==> config.mk <==
export PLATFORM = sky130hd
export DESIGN_NAME = mhc_maint_counter
export DESIGN_NICKNAME = d
export VERILOG_FILES = /design/src/mhc_pkg.sv /design/src/mhc_divider.sv /design/src/mhc_maint_counter.sv
export SDC_FILE = /design/constraint.sdc
export NUM_CORES = 1
export LEC_CHECK = 0
export BUFFER_PORTS_ARGS = -buffer_cell sky130_fd_sc_hd__buf_2
export CAP_MARGIN = 10
export CORE_AREA = 5 5 210 212
export DETAILED_ROUTE_END_ITERATION = 8
export DIE_AREA = 0 0 215 217
export PLACE_DENSITY = 0.6
export SYNTH_ARGS = -nofsm -noshare
export SYNTH_HDL_FRONTEND = slang
export SYNTH_SLANG_ARGS = --single-unit
==> constraint.sdc <==
create_clock -name core_clk -period 8.2 [get_ports core_clk]
set_input_delay 0.82 -clock core_clk [delete_from_list [all_inputs] [get_ports core_clk]]
set_output_delay 0.82 -clock core_clk [all_outputs]
set_load 0.02 [all_outputs]
==> src/mhc_pkg.sv <==
/*
  Shared constants for the maintenance hours counter: time base, field
  widths and limits, register offsets and field positions, reset values.
  Assumes a 25 MHz core clock and an APB register bus with 32-bit data.
*/
package mhc_pkg;
  // time base
  localparam int unsigned CLK_HZ = 25_000_000;
  localparam int unsigned MINUTE_S = 60;
  localparam int unsigned MINUTE_CYCLES = CLK_HZ * MINUTE_S;
  localparam int unsigned MIN_PER_H = 60;

  // field widths and limits
  localparam int PER_HW = 14;
  localparam int RUN_HW = 17;
  localparam int MIN_W = 6;
  localparam int TOT_W = 23;
  localparam logic [PER_HW-1:0] PER_H_MAX = 14'h270f;
  localparam logic [RUN_HW-1:0] RUN_H_MAX = 17'h1869f;
  localparam logic [MIN_W-1:0] MIN_MAX = 6'h3b;

  // register map
  localparam int ADDR_W = 8;
  localparam logic [ADDR_W-1:0] OFF_CTRL = 8'h00;
  localparam logic [ADDR_W-1:0] OFF_PERIOD = 8'h04;
  localparam logic [ADDR_W-1:0] OFF_RUN = 8'h08;
  localparam logic [ADDR_W-1:0] OFF_REMAIN = 8'h0c;
  localparam logic [ADDR_W-1:0] OFF_STATUS = 8'h10;

  // field positions
  localparam int CTRL_MODE_BIT = 0;
  localparam int CTRL_EXT_BIT = 1;
  localparam int CTRL_CFG_BIT = 2;
  localparam int HRS_LSB = 0;
  localparam int MIN_LSB = 24;
  localparam int STAT_ALARM_BIT = 0;
  localparam int STAT_SAT_BIT = 1;
  localparam int STAT_BUSY_BIT = 2;

  // reset values
  localparam logic CTRL_RST = 1'b0;
  localparam logic [PER_HW-1:0] PER_H_RST = 14'h0000;
  localparam logic [RUN_HW-1:0] RUN_H_RST = 17'h00000;
  localparam logic [MIN_W-1:0] MIN_RST = 6'h00;

  typedef enum logic {MHC_CLR_RESET, MHC_CLR_RESET_IDLE} mhc_clear_e;
endpackage

==> src/mhc_divider.sv <==
/*
  Iterative restoring divider: quotient and remainder of two unsigned
  words, one bit per enabled cycle. Assumes the caller never starts it
  with a zero divisor and holds no operand: they are latched at start.
*/
`timescale 1ns/1ps
module mhc_divider #(
  parameter int W = 23
) (
  input wire logic core_clk,
  input wire logic rst,
  input wire logic ce,
  input wire logic start,
  input wire logic [W-1:0] dividend,
  input wire logic [W-1:0] divisor,
  output logic [W-1:0] quotient,
  output logic [W-1:0] remainder,
  output logic busy,
  output logic done
);
  localparam int CW = $clog2(W + 1);
  logic [W-1:0] quo_q, rem_q, div_q;
  logic [CW-1:0] cnt_q;
  logic busy_q, done_q;
  logic [W:0] shifted, trial;

  assign shifted = {rem_q, quo_q[W-1]};
  assign trial = shifted - {1'b0, div_q};

  always_ff @(posedge core_clk or posedge rst) begin
    if (rst) begin
      quo_q <= '0;
      rem_q <= '0;
      div_q <= '0;
      cnt_q <= '0;
      busy_q <= 1'b0;
      done_q <= 1'b0;
    end else if (ce) begin
      done_q <= 1'b0;
      if (start) begin
        quo_q <= dividend;
        rem_q <= '0;
        div_q <= divisor;
        cnt_q <= CW'(W);
        busy_q <= 1'b1;
      end else if (busy_q) begin
        // negative trial means the divisor did not fit: keep the shift
        rem_q <= trial[W] ? shifted[W-1:0] : trial[W-1:0];
        quo_q <= {quo_q[W-2:0], ~trial[W]};
        cnt_q <= cnt_q - CW'(1);
        if (cnt_q == CW'(1)) begin
          busy_q <= 1'b0;
          done_q <= 1'b1;
        end
      end
    end
  end

  assign quotient = quo_q;
  assign remainder = rem_q;
  assign busy = busy_q;
  assign done = done_q;
endmodule

==> src/mhc_maint_counter.sv <==
/*
  Maintenance hours counter with an APB register slave. Counts on-time of
  the monitored enable, counts down the remaining service time, raises the
  alarm at zero. Assumes enable/reset/clear inputs and the external period
  come from control logic on core_clk; porRst is the power-on reset of the
  retained values, rst the warm reset of everything else.
*/
//
// What this block does
// partial reset rising edge clears alarm and reloads remaining time from period
// partial reset never touches accumulated run hours
// full clear rising edge clears alarm, zeroes run hours, reloads remaining time
// while enable is high outside config mode, run time grows and remaining time shrinks
// alarm rises once remaining time is zero
// reset-only mode: alarm low whenever partial reset or full clear is high
// reset-or-idle mode: alarm also low whenever enable is low
// period, remaining time and run hours survive warm reset
// period held as hours 0..9999 plus minutes 0..59
// run hours saturate at 99999, minutes 0..59
// run hours keep counting during partial reset
// run hours preset in config: remaining = period - (run mod period)
// no run preset in operation; period change reloads remaining directly
// external period value is whole hours only
// edges found against last cycle; remaining drops once a minute, holds at zero
`timescale 1ns/1ps
module mhc_maint_counter #(
  parameter int unsigned MINUTE_TICKS = mhc_pkg::MINUTE_CYCLES
) (
  input wire logic core_clk,
  input wire logic rst,
  input wire logic porRst,
  input wire logic ce,
  input wire logic psel,
  input wire logic penable,
  input wire logic pwrite,
  input wire logic [mhc_pkg::ADDR_W-1:0] paddr,
  input wire logic [31:0] pwdata,
  output logic [31:0] prdata,
  output logic pready,
  output logic pslverr,
  input wire logic enableIn,
  input wire logic partialResetIn,
  input wire logic fullClearIn,
  input wire logic [mhc_pkg::PER_HW-1:0] extPeriodHours,
  output logic alarmOut
);
  import mhc_pkg::*;

  typedef enum logic [1:0] {MHC_IDLE, MHC_MODP, MHC_TOHM} mhc_pre_e;

  function automatic logic isMapped(input logic [ADDR_W-1:0] a);
    return a == OFF_CTRL || a == OFF_PERIOD || a == OFF_RUN || a == OFF_REMAIN || a == OFF_STATUS;
  endfunction

  function automatic logic [TOT_W-1:0] toTot(input logic [RUN_HW-1:0] h, input logic [MIN_W-1:0] m);
    return TOT_W'(h) * TOT_W'(MIN_PER_H) + TOT_W'(m);
  endfunction

  function automatic logic [MIN_W-1:0] clampM(input logic [MIN_W-1:0] m);
    return (m > MIN_MAX) ? MIN_MAX : m;
  endfunction

  function automatic logic [PER_HW-1:0] clampPH(input logic [PER_HW-1:0] h);
    return (h > PER_H_MAX) ? PER_H_MAX : h;
  endfunction

  mhc_clear_e mode_q;
  logic useExt_q, cfg_q;
  logic enPrev_q, rstPrev_q, clrPrev_q;
  logic [31:0] tickCnt_q;
  logic [PER_HW-1:0] perH_q, prevEffH_q, effH;
  logic [MIN_W-1:0] perM_q, prevEffM_q, effM;
  logic [RUN_HW-1:0] runH_q, wrRunH;
  logic [MIN_W-1:0] runM_q, wrRunM;
  logic [PER_HW-1:0] remH_q;
  logic [MIN_W-1:0] remM_q;
  logic alarm_q;
  logic [31:0] prdata_q, rdVal;
  mhc_pre_e preSt_q;
  logic live, access, wrEn, riseR, riseClr, tick, remZero, periodChg, clrCond;
  logic runPresetWr, preGo, preDone, divStart, divBusy, divDone;
  logic [TOT_W-1:0] perTot, divA, divB, divQ, divR;

  assign live = ce & ~rst;
  assign access = psel & penable;
  assign wrEn = access & pwrite & ce;
  assign pready = ce;
  assign pslverr = access & ~isMapped(paddr);

  // edges are the current input against its value one cycle earlier
  assign riseR = partialResetIn & ~rstPrev_q;
  assign riseClr = fullClearIn & ~clrPrev_q;

  // external source carries hours only, no minutes part
  assign effH = useExt_q ? clampPH(extPeriodHours) : perH_q;
  assign effM = useExt_q ? MIN_RST : perM_q;
  assign perTot = toTot(RUN_HW'(effH), effM);
  assign periodChg = (effH != prevEffH_q) || (effM != prevEffM_q);
  assign remZero = (remH_q == '0) && (remM_q == '0);

  // counting is suspended in config mode, like a stopped program
  assign tick = live & enableIn & ~cfg_q & (tickCnt_q == 32'(MINUTE_TICKS - 1));

  assign wrRunH = (RUN_HW'(pwdata[HRS_LSB +: RUN_HW]) > RUN_H_MAX) ? RUN_H_MAX : pwdata[HRS_LSB +: RUN_HW];
  assign wrRunM = clampM(pwdata[MIN_LSB +: MIN_W]);
  assign runPresetWr = wrEn & ~rst & cfg_q & (paddr == OFF_RUN) & (preSt_q == MHC_IDLE);
  assign preGo = runPresetWr & (perTot != '0);

  // two divisions share one divider: run mod period, then minutes to h:m
  assign divStart = ce & ((preSt_q == MHC_IDLE && preGo) || (preSt_q == MHC_MODP && divDone));
  assign divA = (preSt_q == MHC_IDLE) ? toTot(wrRunH, wrRunM) : perTot - divR;
  assign divB = (preSt_q == MHC_IDLE) ? perTot : TOT_W'(MIN_PER_H);
  assign preDone = ce & (preSt_q == MHC_TOHM) & divDone;

  mhc_divider #(.W(TOT_W)) u_div (
    .core_clk(core_clk),
    .rst(rst),
    .ce(ce),
    .start(divStart),
    .dividend(divA),
    .divisor(divB),
    .quotient(divQ),
    .remainder(divR),
    .busy(divBusy),
    .done(divDone)
  );

  always_ff @(posedge core_clk or posedge rst) begin
    if (rst) begin
      preSt_q <= MHC_IDLE;
    end else if (ce) begin
      unique case (preSt_q)
        MHC_IDLE: if (preGo) preSt_q <= MHC_MODP;
        MHC_MODP: if (divDone) preSt_q <= MHC_TOHM;
        MHC_TOHM: if (divDone) preSt_q <= MHC_IDLE;
        default: preSt_q <= MHC_IDLE;
      endcase
    end
  end

  always_ff @(posedge core_clk or posedge rst) begin
    if (rst) begin
      enPrev_q <= 1'b0;
      rstPrev_q <= 1'b0;
      clrPrev_q <= 1'b0;
    end else if (ce) begin
      enPrev_q <= enableIn;
      rstPrev_q <= partialResetIn;
      clrPrev_q <= fullClearIn;
    end
  end

  // partial minutes carry over between on-periods of the enable
  always_ff @(posedge core_clk or posedge rst) begin
    if (rst) begin
      tickCnt_q <= '0;
    end else if (ce && enableIn && !cfg_q) begin
      tickCnt_q <= tick ? '0 : tickCnt_q + 32'h1;
    end
  end

  always_ff @(posedge core_clk or posedge rst) begin
    if (rst) begin
      mode_q <= MHC_CLR_RESET;
      useExt_q <= CTRL_RST;
      cfg_q <= CTRL_RST;
    end else if (wrEn && paddr == OFF_CTRL) begin
      mode_q <= pwdata[CTRL_MODE_BIT] ? MHC_CLR_RESET_IDLE : MHC_CLR_RESET;
      useExt_q <= pwdata[CTRL_EXT_BIT];
      cfg_q <= pwdata[CTRL_CFG_BIT];
    end
  end

  // retained values: only the power-on reset clears them
  always_ff @(posedge core_clk or posedge porRst) begin
    if (porRst) begin
      perH_q <= PER_H_RST;
      perM_q <= MIN_RST;
    end else if (wrEn && !rst && paddr == OFF_PERIOD) begin
      perH_q <= clampPH(pwdata[HRS_LSB +: PER_HW]);
      perM_q <= clampM(pwdata[MIN_LSB +: MIN_W]);
    end
  end

  always_ff @(posedge core_clk or posedge porRst) begin
    if (porRst) begin
      prevEffH_q <= PER_H_RST;
      prevEffM_q <= MIN_RST;
    end else if (live) begin
      prevEffH_q <= effH;
      prevEffM_q <= effM;
    end
  end

  always_ff @(posedge core_clk or posedge porRst) begin
    if (porRst) begin
      runH_q <= RUN_H_RST;
      runM_q <= MIN_RST;
    end else if (live) begin
      if (riseClr) begin
        runH_q <= RUN_H_RST;
        runM_q <= MIN_RST;
      end else if (runPresetWr) begin
        runH_q <= wrRunH;
        runM_q <= wrRunM;
      end else if (tick && runH_q != RUN_H_MAX) begin
        // partial reset is deliberately not looked at here
        if (runM_q == MIN_MAX) begin
          runM_q <= MIN_RST;
          runH_q <= runH_q + RUN_HW'(1);
        end else begin
          runM_q <= runM_q + MIN_W'(1);
        end
      end
    end
  end

  always_ff @(posedge core_clk or posedge porRst) begin
    if (porRst) begin
      remH_q <= PER_H_RST;
      remM_q <= MIN_RST;
    end else if (live) begin
      if (riseClr || riseR) begin
        remH_q <= effH;
        remM_q <= effM;
      end else if (periodChg) begin
        remH_q <= effH;
        remM_q <= effM;
      end else if (runPresetWr && !preGo) begin
        remH_q <= PER_H_RST;
        remM_q <= MIN_RST;
      end else if (preDone) begin
        remH_q <= PER_HW'(divQ);
        remM_q <= MIN_W'(divR);
      end else if (tick && !remZero) begin
        if (remM_q == '0) begin
          remM_q <= MIN_MAX;
          remH_q <= remH_q - PER_HW'(1);
        end else begin
          remM_q <= remM_q - MIN_W'(1);
        end
      end
    end
  end

  // clearing outranks setting: a held reset keeps the alarm low at zero
  assign clrCond = partialResetIn | fullClearIn | ((mode_q == MHC_CLR_RESET_IDLE) & ~enableIn);

  always_ff @(posedge core_clk or posedge rst) begin
    if (rst) begin
      alarm_q <= 1'b0;
    end else if (ce) begin
      if (clrCond) begin
        alarm_q <= 1'b0;
      end else if (remZero) begin
        alarm_q <= 1'b1;
      end
    end
  end
  assign alarmOut = alarm_q;

  always_comb begin
    rdVal = '0;
    unique case (paddr)
      OFF_CTRL: begin
        rdVal[CTRL_MODE_BIT] = (mode_q == MHC_CLR_RESET_IDLE);
        rdVal[CTRL_EXT_BIT] = useExt_q;
        rdVal[CTRL_CFG_BIT] = cfg_q;
      end
      OFF_PERIOD: begin
        rdVal[HRS_LSB +: PER_HW] = perH_q;
        rdVal[MIN_LSB +: MIN_W] = perM_q;
      end
      OFF_RUN: begin
        rdVal[HRS_LSB +: RUN_HW] = runH_q;
        rdVal[MIN_LSB +: MIN_W] = runM_q;
      end
      OFF_REMAIN: begin
        rdVal[HRS_LSB +: PER_HW] = remH_q;
        rdVal[MIN_LSB +: MIN_W] = remM_q;
      end
      OFF_STATUS: begin
        rdVal[STAT_ALARM_BIT] = alarm_q;
        rdVal[STAT_SAT_BIT] = (runH_q == RUN_H_MAX);
        rdVal[STAT_BUSY_BIT] = (preSt_q != MHC_IDLE) | divBusy;
      end
      default: rdVal = '0;
    endcase
  end

  // read data captured in the setup phase, stable through the access
  always_ff @(posedge core_clk or posedge rst) begin
    if (rst) begin
      prdata_q <= '0;
    end else if (ce && psel && !penable) begin
      prdata_q <= rdVal;
    end
  end
  assign prdata = prdata_q;
endmodule

==> results.cfg <==
[clock_tree]
clock_tree.buffer_depth = 3
cts_resized = 0
clk_pin_slew_ns = 0.07
cts_setup_buffers = 0
cts_hold_buf = 0
h-tree-depth = 1
cts_num_sinks = 220
worstSkewPairLatency_ns = 0.56
tritoncts = yes
cts_root_buf = clkbuf_16
cts_buffers = 29

[floorplanning]
die_w_um = 215
initial_core_util = 0.447
ios = 99
die-area_mm2 = 0.0467
core_mm2 = 0.0418
chipHeight_um = 217
rows = 75

[worst_setup_path]
cp-start-kind = input pin
cpMaxStageDelayCell = fa_1
cp.arrival_ns = 7.76
path_delay_family = compound AO/OA/AOI/OAI gates
timing.critical_path.mode_cell = ha_1
slowest_delay_ns = 0.54
path_buf_inv = 3
critPathKind = input pin to flop
cp_data_required_time_ns = 8.69
cp_max_fo = 5
worstSetupEndpointType = flop

[flow_run]
cap_violations = 0

[synthesis]
syn_inst = 2168
syn_area_per_cell_um2 = 8.62
synth-main-ff-cell = dfrtp_1
async_flop_share = 1.00
yosysUniqueCellTypes = 93
ys_ff_latch = 220
synth_area_mm2 = 0.0187
ys_seq_area_frac = 0.295
yosys_warnings = 0
synth_edf_count = 0

[detailed_routing]
route.vias.total = 15900
drt_pass1_iterations = 5
ant_nets = 0
drt_iter0_markers = 1094
totalWireLength_mm = 51.4
vias_per_cell = 5.71
routedWlPerCell_um = 18.5
drc = 0

[global_routing]
grtUsageTotal = 0.214
grt_start_max_net_pins = 73
grt_pass1_wl_mm = 82.7
grt_pass1_vias = 15400
antenna_found_initial = 0
overflow = 0

[power_and_ir_drop]
power_density_mw_per_mm2 = 183
peakVddDrop_uv = 180
p_leak_nw = 10.0
total_power_mw = 3.79

[timing]
worst_slew_pin_slew_ns = 1.07
post-route-period-util = 0.887
setup_viol_count_final = 0
hold_violations = 0
finClkSkew_ns = 0.0183
slew_violations = 0
fmax_mhz = 138
slew_headroom = 0.285
rsz0062_at_grt = false
setup-tns-final_ns = 0
fin_crit_ns = 7.27

[status]
status = finished, final reports clean

[placed_design]
port_buffers = 80
gp_congestion = 0.892
dpl.hpwl_mm = 39.4

[finish]
nNetsFinal = 2445
fillers = 3931
multiInputGateArea_mm2 = 0.0121
drive_gt1_frac = 0.115
synthToLayoutAreaGrowth_pct = 10.7
register_area_mm2 = 0.00551
diodes = 0

[min_path]
hp-class = input pin to async pin
-- placed cells by master, fill, tap and decap left out, drive strengths merged, types with 41 or more instances in the layout --
| cell type | Yosys | layout |
|---|---|---|
| o21ai | 155 | 155 |
| buf | 25 | 117 |
| xnor2 | 97 | 97 |
| nand3 | 43 | 43 |
| xor2 | 54 | 54 |
| dfrtp | 220 | 220 |
| nand2 | 199 | 199 |
| nor3 | 42 | 42 |
| ha | 110 | 110 |
| nor2 | 186 | 186 |
| clkbuf | 79 | 41 |
| a21oi | 124 | 124 |
| fa | 51 | 51 |
| mux2 | 47 | 47 |
| mux2i | 71 | 71 |
| inv | 172 | 173 |
-- logic make-up (layout without fill, tap and decap cells) --
kind of cell / after synthesis / count (layout) / share of synthesized area
AO/OA/AOI/OAI: 557 / 557 / 0.197
XOR/XNOR: 151 / 151 / 0.0712
adder cells (fa/ha/maj): 161 / 161 / 0.128
buffers and inverters: 276 / 342 / 0.0600
flip-flops: 220 / 220 / 0.295
multiplexers: 119 / 119 / 0.0676
other: 1 / 9 / 0.000201
AND/OR/NAND/NOR: 683 / 683 / 0.181
-- cell usage after synthesis (6+ instances only) --
| cell | number | area [um^2] |
|---|---|---|
| nand4_1 | 24 | 150 |
| mux2_1 | 16 | 180 |
| buf_4 | 15 | 113 |
| xor2_1 | 54 | 473 |
| mux2_2 | 31 | 349 |
| nand2b_1 | 28 | 175 |
| nand3b_1 | 10 | 75.1 |
| nor3b_1 | 11 | 82.6 |
| xnor2_1 | 96 | 841 |
| mux2i_1 | 71 | 711 |
| nand3_1 | 42 | 210 |
| or2_2 | 12 | 75.1 |
| a31oi_1 | 21 | 131 |
| inv_1 | 172 | 646 |
| a22o_1 | 7 | 61.3 |
| nor2b_1 | 27 | 169 |
| ha_1 | 110 | 1380 |
| o22a_1 | 10 | 87.6 |
| nand2_1 | 199 | 747 |
| a211o_1 | 7 | 61.3 |
| nor3_1 | 41 | 205 |
| nor4_1 | 14 | 87.6 |
| o211ai_1 | 9 | 67.6 |
| and4_1 | 6 | 52.6 |
| nor2_1 | 186 | 698 |
| or3_1 | 18 | 113 |
| o21ai_0 | 151 | 756 |
| and3_1 | 24 | 150 |
| a21oi_1 | 122 | 611 |
| a21o_1 | 35 | 263 |
| o31a_1 | 7 | 61.3 |
| fa_1 | 51 | 1020 |
| clkbuf_1 | 79 | 297 |
| o22ai_1 | 29 | 181 |
| a211oi_1 | 15 | 113 |
| and2_1 | 7 | 43.8 |
| dfrtp_1 | 220 | 5510 |
| o21a_1 | 20 | 150 |
| a211oi_2 | 21 | 263 |
| o21bai_1 | 11 | 82.6 |
| o31ai_1 | 9 | 67.6 |
| a22oi_1 | 24 | 180 |
-- cell type report --
class,instances,share of cell area
sequential,220,0.266
multi-input combinational,1680,0.586
clock inverter,12,0.00968
timing repair buffer,117,0.0340
inverter,172,0.0315
tap,539,0.0326
clock buffer,41,0.0397
-- state kept, by name (all words and copies together), names as in the netlist, 17 cells and up --
signal,count
u_div.div_q,21
tickCnt_q,32
runH_q,17
u_div.quotient,23
u_div.remainder,23
prdata,23
-- worst reg2reg max path, cell delays in order (launching register included) --
cell and delay [ns]:
dfrtp_1 0.37, inv_1 0.45, a21oi_1 0.20, a22oi_1 0.63, inv_1 0.22, ha_1 0.37, fa_1 0.46, ha_1 0.39
o21ai_1 0.18, nor2_1 0.11, or2_1 0.29, nor3_2 0.33, and3b_1 0.24, xor2_1 0.22, ha_1 0.31, and3_1 0.24
nor2b_1 0.14, o221ai_1 0.07, nand3_1 0.19, a41o_1 0.31, o311a_1 0.34, o41a_1 0.35, a41o_1 0.26, xnor2_1 0.17
mux2i_1 0.09, mux2i_1 0.14
-- per-stage QoR --
stage	std cells	util	instance area (um^2)	hold WS, ns	worst slack, ns
finish	2781	0.495	20700	0.269	0.929
global route	2781	0.495	20700	0.288	0.455
CTS	2781	0.495	20700	0.263	0.923
detailed placement	2728	0.471	19700	0.469	0.357
global placement	2728	0.471	19700	0.464	0.521
floorplan	2176	-	18700	0.446	1.21
-- metal layers --
layer,global-route usage,share of wire,up-vias
met1,0.306,0.47,7728
met5,0,0,-
met2,0.341,0.45,364
li1,-,-,7726
met3,0.0306,0.050,68
met4,0.0595,0.030,0
-- path summary, 6_finish.rpt --
| kind | startpoint | to | slack (ns) | depth (start not counted) |
|---|---|---|---|---|
| worst max-delay path | extPeriodHours[7] | u_div.quotient[22] | 0.93 | 30 |
| worst min-delay path | porRst | remM_q[2] | 0.27 | 2 |
| worst max register to register | useExt_q | u_div.quotient[22] | 1.04 | 25 |
| worst min register to register | prdata[14] | prdata[14] | 0.48 | 2 |
| max in group asynchronous | rst | u_div.quotient[4] | 6.41 | 3 |
| min in group core_clk | prdata[14] | prdata[14] | 0.48 | 2 |
-- where the power goes --
| group | leakage, nW | internal, mW | switching (mW) | total, mW |
|---|---|---|---|---|
| registers | 2.94 | 1.13 | 0.0519 | 1.18 |
| logic | 6.59 | 0.515 | 0.737 | 1.25 |
| clock network | 0.490 | 0.852 | 0.506 | 1.36 |
Note: power is estimated with default switching activity, not from simulation.
